===== config.mk =====
export PLATFORM = sky130hd
export DESIGN_NAME = lics_line_ctrl
export DESIGN_NICKNAME = d
export VERILOG_FILES = /design/src/design/lics_sync.v /design/src/design/lics_line_ctrl.v
export VERILOG_INCLUDE_DIRS = /design/src /design/src/design
export SDC_FILE = /design/constraint.sdc
export NUM_CORES = 1
export LEC_CHECK = 0
export BUFFER_PORTS_ARGS = -buffer_cell sky130_fd_sc_hd__buf_2
export CORE_ASPECT_RATIO = 1.25
export CORE_MARGIN = 2
export CORE_UTILIZATION = 30
export CTS_CLUSTER_DIAMETER = 200
export DETAILED_ROUTE_END_ITERATION = 8
export GPL_TIMING_DRIVEN = 1
export PLACE_DENSITY = 0.65
export SLEW_MARGIN = 20
export SYNTH_ARGS = -nofsm -noshare
export SYNTH_HDL_FRONTEND = slang
export SYNTH_SLANG_ARGS = --single-unit

===== constraint.sdc =====
create_clock -name ref_clk -period 1.8 [get_ports ref_clk]
set_input_delay 0.18 -clock ref_clk [delete_from_list [all_inputs] [get_ports ref_clk]]
set_output_delay 0.18 -clock ref_clk [all_outputs]
set_load 0.05 [all_outputs]

===== src/design/lics_defs.vh =====
// register map, field positions, reset values and code tables of the line control block
`ifndef LICS_DEFS_VH
`define LICS_DEFS_VH

// ----------------------------------------------------------------
// register indices (byte address = 4 * index)
// ----------------------------------------------------------------
`define LICS_IDX_RX_LEVEL_INFO 8'h11
`define LICS_IDX_LINE_STATUS 8'h14
`define LICS_IDX_LINE_IRQ_MASK 8'h15
`define LICS_IDX_LINE_IRQ_PEND 8'h16
`define LICS_IDX_LINE_CTRL_TWO 8'h31
`define LICS_IDX_CMI_MON_CTRL 8'h32
`define LICS_IDX_TERM_PRESCALE 8'h33

// ----------------------------------------------------------------
// writable bit masks (unused positions read as zero)
// ----------------------------------------------------------------
`define LICS_MASK_LINE_CTRL_TWO 8'h88
`define LICS_MASK_CMI_MON_CTRL 8'hD8
`define LICS_MASK_TERM_PRESCALE 8'hFF
`define LICS_MASK_LINE_IRQ_MASK 8'h16

// ----------------------------------------------------------------
// reset values
// ----------------------------------------------------------------
`define LICS_RST_LINE_CTRL_TWO 8'h00
`define LICS_RST_CMI_MON_CTRL 8'h00
`define LICS_RST_TERM_PRESCALE 8'h00
`define LICS_RST_LINE_IRQ_MASK 8'h00

// ----------------------------------------------------------------
// field positions
// ----------------------------------------------------------------
`define LICS_BIT_JA_SEL_T1 3
`define LICS_BIT_JA_SEL_E1 7
`define LICS_BIT_MON_GAIN_LO 3
`define LICS_BIT_MON_GAIN_HI 4
`define LICS_BIT_CMI_INV 6
`define LICS_BIT_CMI_EN 7
`define LICS_BIT_RX_TERM_LO 0
`define LICS_BIT_RX_TERM_HI 2
`define LICS_BIT_TX_TERM_LO 3
`define LICS_BIT_TX_TERM_HI 5
`define LICS_BIT_PRESCALE_LO 6
`define LICS_BIT_PRESCALE_HI 7
`define LICS_BIT_OPEN_FLAG 1
`define LICS_BIT_LIMIT_FLAG 2
`define LICS_BIT_JA_EVENT 4

// ----------------------------------------------------------------
// code tables
// ----------------------------------------------------------------
`define LICS_GAIN_BOOST_0 6'h00
`define LICS_GAIN_BOOST_1 6'h14
`define LICS_GAIN_BOOST_2 6'h1A
`define LICS_GAIN_BOOST_3 6'h20
`define LICS_TERM_OFF 3'h0
`define LICS_TERM_75 3'h1
`define LICS_TERM_100 3'h2
`define LICS_TERM_120 3'h3
`define LICS_TERM_110 3'h4

// ----------------------------------------------------------------
// jitter fifo margin, in bits
// ----------------------------------------------------------------
`define LICS_JA_MARGIN 4

`endif


===== src/design/lics_sync.v =====
// two-stage synchroniser for a group of level inputs
`timescale 1ns/1ns
module lics_sync #(
  parameter WIDTH = 1
) (
  input wire ref_clk, // system clock
  input wire resetn, // synchronous reset, active low
  input wire [WIDTH-1:0] async_in, // level from outside the clock domain
  output reg [WIDTH-1:0] sync_out // synchronised level
);

  reg [WIDTH-1:0] meta;

  always @(posedge ref_clk) begin
    if (!resetn) begin
      meta <= {WIDTH{1'b0}};
      sync_out <= {WIDTH{1'b0}};
    end else begin
      meta <= async_in;
      sync_out <= meta;
    end
  end

endmodule


===== src/design/lics_line_ctrl.v =====
// line interface control and status registers behind an avalon-mm slave
//
// The Avalon-MM register port was chosen for this implementation.
`timescale 1ns/1ns
`include "lics_defs.vh"
module lics_line_ctrl #(
  parameter JA_FIFO_DEPTH = 128,
  parameter JA_FILL_WIDTH = 8
) (
  input wire ref_clk, // 100 mhz system clock
  input wire resetn, // synchronous reset, active low
  input wire [9:0] avs_address, // byte address
  input wire avs_read, // read request
  input wire avs_write, // write request
  input wire [31:0] avs_writedata, // write data
  input wire [3:0] avs_byteenable, // byte enables
  output reg [31:0] avs_readdata, // read data
  output reg avs_waitrequest, // low for the one answering cycle
  input wire tx_open_detect, // analog open-circuit detector, async
  input wire tx_current_trip, // analog current limiter active, async
  input wire [3:0] rx_level_meas, // analog receive level band, async
  input wire [JA_FILL_WIDTH-1:0] ja_fill, // jitter fifo fill in bits
  input wire tx_mode_6312k, // transmitter in 6312 khz mode
  input wire tx_mode_64k, // transmitter in 64 khz mode
  output reg [1:0] monitor_gain, // monitor gain code
  output reg [5:0] monitor_boost_db, // linear gain boost in db
  output reg cmi_enable, // cmi line coding on
  output reg cmi_polarity_invert, // cmi polarity inverted
  output reg [2:0] rx_term_sel, // receive termination code
  output reg rx_term_enable, // receive termination active
  output reg [2:0] tx_term_sel, // transmit termination code
  output reg tx_term_enable, // transmit termination active
  output reg [1:0] master_prescale, // master clock prescaler
  output reg ja_clk_sel_t1_pll, // 2.048 to 1.544 pll enabled
  output reg ja_clk_sel_e1_pll, // 12.8 to 2.048 pll enabled
  output reg line_irq // interrupt request, active high
);

  // ----------------------------------------------------------------
  // register storage
  // ----------------------------------------------------------------
  reg [7:0] line_ctrl_two;
  reg [7:0] cmi_monitor_ctrl;
  reg [7:0] termination_prescale_ctrl;
  reg [7:0] line_interrupt_mask;
  reg jitter_fifo_limit_event;
  reg [2:0] irq_pending;
  reg open_prev;
  reg limit_prev;
  reg ja_near_prev;

  // ----------------------------------------------------------------
  // input synchronisers
  // ----------------------------------------------------------------
  wire [5:0] sync_bus;
  wire tx_open_sync;
  wire tx_trip_sync;
  wire [3:0] rx_level_sync;

  lics_sync #(
    .WIDTH(6)
  ) u_sync (
    .ref_clk(ref_clk),
    .resetn(resetn),
    .async_in({rx_level_meas, tx_current_trip, tx_open_detect}),
    .sync_out(sync_bus)
  );

  assign tx_open_sync = sync_bus[0];
  assign tx_trip_sync = sync_bus[1];
  assign rx_level_sync = sync_bus[5:2];

  // ----------------------------------------------------------------
  // live status qualification
  // ----------------------------------------------------------------
  wire tx_open_circuit_flag;
  wire tx_current_limit_flag;
  wire ja_near_limit;
  wire [JA_FILL_WIDTH:0] fill_ext;

  // detector ignored in 6312 khz mode
  assign tx_open_circuit_flag = tx_open_sync & ~tx_mode_6312k;
  // trip reported regardless of limiter enable, except unsupported modes
  assign tx_current_limit_flag = tx_trip_sync & ~cmi_enable & ~tx_mode_64k
    & ~tx_mode_6312k;

  wire ja_near_top;
  wire ja_near_bottom;

  // near either end of the usable fifo span
  assign fill_ext = {1'b0, ja_fill};
  assign ja_near_top = (fill_ext + `LICS_JA_MARGIN) >= JA_FIFO_DEPTH;
  assign ja_near_bottom = fill_ext <= `LICS_JA_MARGIN;
  assign ja_near_limit = ja_near_top | ja_near_bottom;

  // ----------------------------------------------------------------
  // bus decode
  // ----------------------------------------------------------------
  wire [7:0] reg_index;
  wire access;
  wire wr_acc;
  wire rd_acc;
  wire wr_lane0;
  wire rd_status;
  reg [7:0] rd_value;
  reg rd_hit;

  assign reg_index = avs_address[9:2];
  assign access = (avs_read | avs_write) & avs_waitrequest;
  assign wr_acc = access & avs_write;
  assign rd_acc = access & avs_read & ~avs_write;
  assign wr_lane0 = wr_acc & avs_byteenable[0];
  assign rd_status = rd_acc && (reg_index == `LICS_IDX_LINE_STATUS);

  always @* begin
    rd_value = 8'h00;
    rd_hit = 1'b1;
    case (reg_index)
      `LICS_IDX_RX_LEVEL_INFO: begin
        rd_value = {4'h0, rx_level_sync};
      end
      `LICS_IDX_LINE_STATUS: begin
        rd_value[`LICS_BIT_OPEN_FLAG] = tx_open_circuit_flag;
        rd_value[`LICS_BIT_LIMIT_FLAG] = tx_current_limit_flag;
        rd_value[`LICS_BIT_JA_EVENT] = jitter_fifo_limit_event;
      end
      `LICS_IDX_LINE_IRQ_MASK: begin
        rd_value = line_interrupt_mask;
      end
      `LICS_IDX_LINE_IRQ_PEND: begin
        rd_value[`LICS_BIT_OPEN_FLAG] = irq_pending[0];
        rd_value[`LICS_BIT_LIMIT_FLAG] = irq_pending[1];
        rd_value[`LICS_BIT_JA_EVENT] = irq_pending[2];
      end
      `LICS_IDX_LINE_CTRL_TWO: begin
        rd_value = line_ctrl_two;
      end
      `LICS_IDX_CMI_MON_CTRL: begin
        rd_value = cmi_monitor_ctrl;
      end
      `LICS_IDX_TERM_PRESCALE: begin
        rd_value = termination_prescale_ctrl;
      end
      default: begin
        rd_hit = 1'b0;
      end
    endcase
  end

  // ----------------------------------------------------------------
  // avalon handshake, one wait state per access
  // ----------------------------------------------------------------
  always @(posedge ref_clk) begin
    if (!resetn) begin
      avs_waitrequest <= 1'b1;
      avs_readdata <= 32'h0000_0000;
    end else begin
      if (access) begin
        avs_waitrequest <= 1'b0;
        if (rd_acc && rd_hit) begin
          avs_readdata <= {24'h00_0000, rd_value};
        end else begin
          avs_readdata <= 32'h0000_0000;
        end
      end else begin
        avs_waitrequest <= 1'b1;
      end
    end
  end

  // ----------------------------------------------------------------
  // control registers
  // ----------------------------------------------------------------
  always @(posedge ref_clk) begin
    if (!resetn) begin
      line_ctrl_two <= `LICS_RST_LINE_CTRL_TWO;
      cmi_monitor_ctrl <= `LICS_RST_CMI_MON_CTRL;
      termination_prescale_ctrl <= `LICS_RST_TERM_PRESCALE;
      line_interrupt_mask <= `LICS_RST_LINE_IRQ_MASK;
    end else if (wr_lane0) begin
      case (reg_index)
        `LICS_IDX_LINE_CTRL_TWO: begin
          line_ctrl_two <= avs_writedata[7:0] & `LICS_MASK_LINE_CTRL_TWO;
        end
        `LICS_IDX_CMI_MON_CTRL: begin
          cmi_monitor_ctrl <= avs_writedata[7:0] & `LICS_MASK_CMI_MON_CTRL;
        end
        `LICS_IDX_TERM_PRESCALE: begin
          termination_prescale_ctrl <= avs_writedata[7:0] & `LICS_MASK_TERM_PRESCALE;
        end
        `LICS_IDX_LINE_IRQ_MASK: begin
          // unused positions dropped, software keeps them zero
          line_interrupt_mask <= avs_writedata[7:0] & `LICS_MASK_LINE_IRQ_MASK;
        end
        default: begin
          line_ctrl_two <= line_ctrl_two;
        end
      endcase
    end
  end

  // ----------------------------------------------------------------
  // status event and interrupt pending bits
  // ----------------------------------------------------------------
  wire open_edge;
  wire limit_edge;
  wire ja_rise;
  wire [2:0] flag_change;
  wire [2:0] flag_mask;
  wire [2:0] next_pending_set;

  assign open_edge = open_prev ^ tx_open_circuit_flag;
  assign limit_edge = limit_prev ^ tx_current_limit_flag;
  assign ja_rise = ja_near_limit & ~ja_near_prev;
  assign flag_change = {ja_rise, limit_edge, open_edge};
  assign flag_mask = {line_interrupt_mask[`LICS_BIT_JA_EVENT],
    line_interrupt_mask[`LICS_BIT_LIMIT_FLAG], line_interrupt_mask[`LICS_BIT_OPEN_FLAG]};

  genvar ent;
  generate
    for (ent = 0; ent < 3; ent = ent + 1) begin : g_pend
      // mask gates setting only, not a bit already pending
      assign next_pending_set[ent] = flag_change[ent] & flag_mask[ent];
    end
  endgenerate

  always @(posedge ref_clk) begin
    if (!resetn) begin
      open_prev <= 1'b0;
      limit_prev <= 1'b0;
      ja_near_prev <= 1'b0;
      jitter_fifo_limit_event <= 1'b0;
      irq_pending <= 3'h0;
    end else begin
      open_prev <= tx_open_circuit_flag;
      limit_prev <= tx_current_limit_flag;
      ja_near_prev <= ja_near_limit;
      // new event wins over the clearing read
      if (ja_rise) begin
        jitter_fifo_limit_event <= 1'b1;
      end else if (rd_status) begin
        jitter_fifo_limit_event <= 1'b0;
      end
      if (rd_status) begin
        irq_pending <= next_pending_set;
      end else begin
        irq_pending <= irq_pending | next_pending_set;
      end
    end
  end

  // ----------------------------------------------------------------
  // decoded outputs
  // ----------------------------------------------------------------
  wire [2:0] rx_code;
  wire [2:0] tx_code;
  wire [1:0] gain_code;

  assign rx_code = termination_prescale_ctrl[`LICS_BIT_RX_TERM_HI:`LICS_BIT_RX_TERM_LO];
  assign tx_code = termination_prescale_ctrl[`LICS_BIT_TX_TERM_HI:`LICS_BIT_TX_TERM_LO];
  assign gain_code = {cmi_monitor_ctrl[`LICS_BIT_MON_GAIN_HI],
    cmi_monitor_ctrl[`LICS_BIT_MON_GAIN_LO]};

  // ----------------------------------------------------------------
  // termination decode, one slice per direction
  // ----------------------------------------------------------------
  wire [5:0] term_codes;
  wire [1:0] next_term_enable;

  assign term_codes = {tx_code, rx_code};

  genvar dir;
  generate
    for (dir = 0; dir < 2; dir = dir + 1) begin : g_term
      // codes above the last table entry leave the line open
      assign next_term_enable[dir] = (term_codes[3*dir +: 3] >= `LICS_TERM_75)
        && (term_codes[3*dir +: 3] <= `LICS_TERM_110);
    end
  endgenerate

  always @(posedge ref_clk) begin
    if (!resetn) begin
      monitor_gain <= 2'h0;
      monitor_boost_db <= `LICS_GAIN_BOOST_0;
      cmi_enable <= 1'b0;
      cmi_polarity_invert <= 1'b0;
      rx_term_sel <= `LICS_TERM_OFF;
      rx_term_enable <= 1'b0;
      tx_term_sel <= `LICS_TERM_OFF;
      tx_term_enable <= 1'b0;
      master_prescale <= 2'h0;
      ja_clk_sel_t1_pll <= 1'b0;
      ja_clk_sel_e1_pll <= 1'b0;
    end else begin
      monitor_gain <= gain_code;
      case (gain_code)
        2'h0: monitor_boost_db <= `LICS_GAIN_BOOST_0;
        2'h1: monitor_boost_db <= `LICS_GAIN_BOOST_1;
        2'h2: monitor_boost_db <= `LICS_GAIN_BOOST_2;
        default: monitor_boost_db <= `LICS_GAIN_BOOST_3;
      endcase
      cmi_enable <= cmi_monitor_ctrl[`LICS_BIT_CMI_EN];
      cmi_polarity_invert <= cmi_monitor_ctrl[`LICS_BIT_CMI_INV];
      rx_term_sel <= rx_code;
      rx_term_enable <= next_term_enable[0];
      tx_term_sel <= tx_code;
      tx_term_enable <= next_term_enable[1];
      // prescaler and selects as software set them for the master clock
      master_prescale <= termination_prescale_ctrl[`LICS_BIT_PRESCALE_HI:
        `LICS_BIT_PRESCALE_LO];
      ja_clk_sel_t1_pll <= line_ctrl_two[`LICS_BIT_JA_SEL_T1];
      ja_clk_sel_e1_pll <= line_ctrl_two[`LICS_BIT_JA_SEL_E1];
    end
  end

  // ----------------------------------------------------------------
  // interrupt output
  // ----------------------------------------------------------------
  always @(posedge ref_clk) begin
    if (!resetn) begin
      line_irq <= 1'b0;
    end else begin
      line_irq <= |irq_pending;
    end
  end

endmodule


# Word-level counts from Yosys, hierarchy flattened
# Cells that the tools add are included.
[classes]
reduce_logical = 12
magnitude_cmp = 6
bitwise_logic = 23
mux = 12
eq_ne = 9
addsub = 1
[ops]
columns = ["cell", "count"]
rows = [
  ["8-bit by 5-bit == test with 1-bit output, second input constant", 4],
  ["8-bit by 6-bit == test with 1-bit output, second input constant", 3],
  ["6-bit case mux with 3 select lines", 1],
  ["1-bit bitwise AND", 13],
  ["2-bit case mux with 5 select lines", 1],
  ["8-bit by 3-bit adder with 9-bit output, second input constant", 1],
  ["9-bit by 8-bit >= comparator with 1-bit output, second input constant", 1],
  ["3-bit case mux with 3 select lines", 1],
  ["8-bit by 3-bit <= comparator with 1-bit output, second input constant", 1],
  ["8-bit 2-to-1 mux", 1],
  ["2-bit AND reduction", 4],
  ["7-bit OR reduction", 1],
  ["3-bit by 1-bit >= comparator with 1-bit output, second input constant", 2],
  ["3-bit <= comparator, second input constant", 2],
  ["1-bit NOT", 5],
  ["1-bit case mux with 5 select lines", 1],
  ["1-bit logical AND", 4],
  ["1-bit 2-to-1 mux", 4],
  ["1-bit case mux with 4 select lines", 1],
  ["3-bit 2-to-1 mux", 1],
  ["3-bit OR", 1],
  ["3-bit OR reduction", 1],
  ["2-bit by 1-bit == test with 1-bit output, second input constant", 1],
  ["2-bit == test, second input constant", 1],
  ["5 further kinds", 7],
]
[word_totals]
input_bits = 66
reg_bits = 92
out_inout_bits = 56
elab_cells = 88

# Longest topological paths before layout
[logic_depth]
ltp_word = 8
depth_mapped = 7
depth_no_buf = 5

# Cells and area by module
# Synthesis repeated with hierarchy kept, for this count alone.
[unflattened]
cells_unflattened = 290
hier_area_um2 = 2795.2
[by_module_without_submodules]
columns = ["mod", "cells_per_inst", "n_inst", "seq_area_each_um2", "area_per_inst_um2"]
rows = [
  ["lics_line_ctrl", 265, 1, 1081.0, 2458.6],
  ["lics_sync", 25, 1, 240.2, 336.6],
]

# Worst setup path after synthesis
# Ideal clock, no wire load.
[synth_timing]
path_type = "register to register"
from = "register cmi_enable"
to = "register avs_readdata[2]"
setup_slack_ns = -0.133
required_ns = 1.740
setup_time_ns = 0.060
period_less_slack_ns = 1.933
path_buffers = 0
arrival_time_ns = 1.874
stages_incl_launch_ff = 6
path_cell_list = "dfxtp_1 > nor4b_1 > mux2i_1 > or3_1 > a2111oi_0 > a31o_1"
[synth_between]
elab_chain_cells = 6
[synth_rtl]
columns = ["element", "line", "rtl"]
rows = [
  ["start: declaration", "lics_line_ctrl.v:27", "output reg cmi_enable,"],
  ["start signal: assignment", "lics_line_ctrl.v:302", "cmi_enable <= cmi_monitor_ctrl[`LICS_BIT_CMI_EN];"],
  ["1-bit NOT", "lics_line_ctrl.v:84", "assign tx_current_limit_flag = tx_trip_sync & ~cmi_enable & ~tx_mode_64k"],
  ["1-bit bitwise AND (2 in series)", "lics_line_ctrl.v:84", ""],
  ["1-bit bitwise AND", "lics_line_ctrl.v:85", "& ~tx_mode_6312k;"],
  ["2-bit case mux with 5 select lines", "lics_line_ctrl.v:118", "case (reg_index)"],
  ["8-bit 2-to-1 mux", "lics_line_ctrl.v:160", "if (rd_acc && rd_hit) begin"],
  ["end signal: assignment", "lics_line_ctrl.v:161", "avs_readdata <= {24'h00_0000, rd_value};"],
  ["end: declaration", "lics_line_ctrl.v:17", "output reg [31:0] avs_readdata,"],
]
# Every way passes these cells.
# A chain may end at the register's enable or synchronous reset.

# Worst setup path in the final report
# Same ends and word-level chain as after synthesis.

==> out/results.ini <==
[synth]
synth-simple-area-share = 0.242
synth_xor_xnor_area_share = 0.00936
yosys-top-cells-count = dfxtp_1 (66), and2_1 (34), nor2b_1 (27)
postSynth.asyncResetShare = 0
synth_edf_count = 0
postSynthAreaPerCell_um2 = 9.95
seq_area_frac_synth = 0.471
synthCells = 282
ys.flop_type = dfxtp_1
ys_warn_count = 0
yosys_register_bits = 66
synth-compound-area-share = 0.0856
yosys.area.top_type_share = 0.471
synthesis.area_um2 = 2810
ys_types = 48
synthAdderAreaFrac = 0.0134
synth.most_common_cell = dfxtp_1
synth_top_cell_by_area = dfxtp_1
synth.area.top_cells = dfxtp_1 (47%), mux2i_1 (7.8%), and2_1 (7.6%), buf_4 (7.0%), nor2b_1 (6.0%)
synthMuxAreaShare = 0.0865
synth_top_family_by_area = simple AND/OR/NAND/NOR gates

[floorplanning]
pin_count = 122
die_x_um = 90.5
die_h_um = 112
floorplan.rows = 39
initial_core_util = 0.308
core_area_um2 = 9130
die-area_um2 = 10100

[critical_path]
critical_path_buf_inv_count = 0
crit_slowest_cell = a2111oi_2
path_max_fanout = 3
ff2ff_setup_slack_ns = 0.13
cpLargestDelayFamily = simple AND/OR/NAND/NOR gates
path_class = flip-flop to flip-flop
worst_path_largest_cell_delay_ns = 0.35
startpoint_type = flip-flop
cp.arrival_ns = 1.94
cp.required_ns = 2.07
end_kind = flip-flop
crit_chain = nor4b_4 -> mux2i_1 -> or3_1 -> a2111oi_2 -> a31o_1

[timing]
fin_crit_sh = 0.928
drv_slew = 0
setup_viol = 0
fmax_mhz = 599
final.setup.tns_ns = 0
rsz0062_at_grt = no
period_minus_slack_ns = 1.67
skew_ns = 0.00310
hold_viol = 0

[grt]
antenna_found_initial = 0
grt-ovfl-total = 0
grt_pass1_wl_um = 9670
grt_pass1_vias = 1933
grt_max_degree = 66
track_usage = 0.120

[placed_design]
gp_congestion = 0.821
dpl.hpwl_um = 4390
placed_area_um2 = 3260
io_buffers = 67

[clock_tree]
post_cts_buffers = 0
cts_buffers = 9
cts_tree = built
clk_latency_ns = 0.33
cts.sinks = 66
h-tree-depth = 3
clockRootBuffer = clkbuf_16
clk_pin_slew_ns = 0.06
cts_max_path_buffers = 2

[routing]
wire_per_inst_um = 12.5
drt_iter0_markers = 112
routed-via-count = 2132
totalWireLength_um = 6060
avgViaCountPerCell = 4.40
drt_first_pass_iters = 4
ant_nets = 0
drc = 0

[layout]
final_core_util = 0.393
synthToLayoutAreaGrowth_pct = 27.7
fin_area_um2 = 3580
final_layout_size_suffix_gt1_frac = 0.283
antennaDiodeCount = 0
fill_cells = 951
nets = 425

[hold_path]
worstHoldPathType = input port to flip-flop

[power]
pwr_density_cell_nw_per_um2 = 1010
leakage_nw = 1.54
ir_drop_v = 0.000442

[outcome]
status = complete, no violations

[flow_run]
maxCapViolCount = 0

-- where the power goes --
part / switching [mW] / internal, mW / total [mW] / leakage, nW
combinational: 0.213 / 0.0800 / 0.293 / 0.855
clock: 0.639 / 1.21 / 1.85 / 0.151
sequential: 0.00651 / 1.48 / 1.49 / 0.535
-- cell usage in the layout, fill, tap and decap left out, types with 6 or more instances in the layout --
master     count
nor2b_1       27
conb_1        25
dfxtp_1       66
mux2i_1       22
nand2_1        9
a21oi_1        6
nand3_1        6
clkbuf_16      9
buf_2         67
buf_4          8
o21ai_0        8
and2_1        34
-- final cells by class --
type	instances	area [µm²]	share of cell area
inverter	4	15.0	0.00419
timing repair buffer	77	435	0.121
tap	123	154	0.0429
sequential	66	1320	0.369
clock buffer	9	225	0.0628
clock inverter	7	93.8	0.0262
multi-input combinational	198	1340	0.374
-- per-layer routing --
metal  vias to the layer above  GRT usage  share of wire
met2                        78      0.181           0.47
met4                         0     0.0585          0.019
met1                       972      0.161           0.46
met5                         -          0              0
li1                       1069          -              -
met3                        13     0.0302          0.059
-- registers in the layout, indices dropped and copies added, names as in the netlist, 4 cells and up --
signal and cells:
termination_prescale_ctrl 8, u_sync.sync_out 6, cmi_monitor_ctrl 4, u_sync.meta 6, avs_readdata 8, monitor_boost_db 4
-- worst paths after layout --
check	start	to	cells past startpoint
worst max register to register	cmi_enable	avs_readdata[2]	5
worst min-delay path	tx_open_detect	u_sync.meta[0]	2
worst max-delay path	cmi_enable	avs_readdata[2]	5
worst min register to register	u_sync.meta[0]	u_sync.sync_out[0]	1
-- cell families after synthesis --
kind of cell	Yosys count
and+or+nand+nor	108
DFF	66
buffers and inverters	42
AOI/OAI and AO/OA	35
muxes	24
adders and majority gates	3
xor gates and xnor gates	3
other	1
-- what timing repair did --
item | CTS | global route
gates resized for setup | 0 | 2
endpoints found under the setup margin | 0 | 1
hold buffers | 0 | 0
-- metrics by stage --
step           total power, mW  instances  hold WS (ns)  setup WS (ns)
2_1_floorplan             1.76        306         0.307        0.00534
3_3_place_gp              1.81        468         0.392          0.113
3_5_place_dp              1.81        468         0.390          0.104
4_1_cts                   3.67        484        0.0439         0.0757
5_1_grt                   3.77        484        0.0517         0.0313
6_report                  3.63        484        0.0553          0.130
(Power assumes the default switching activity.)
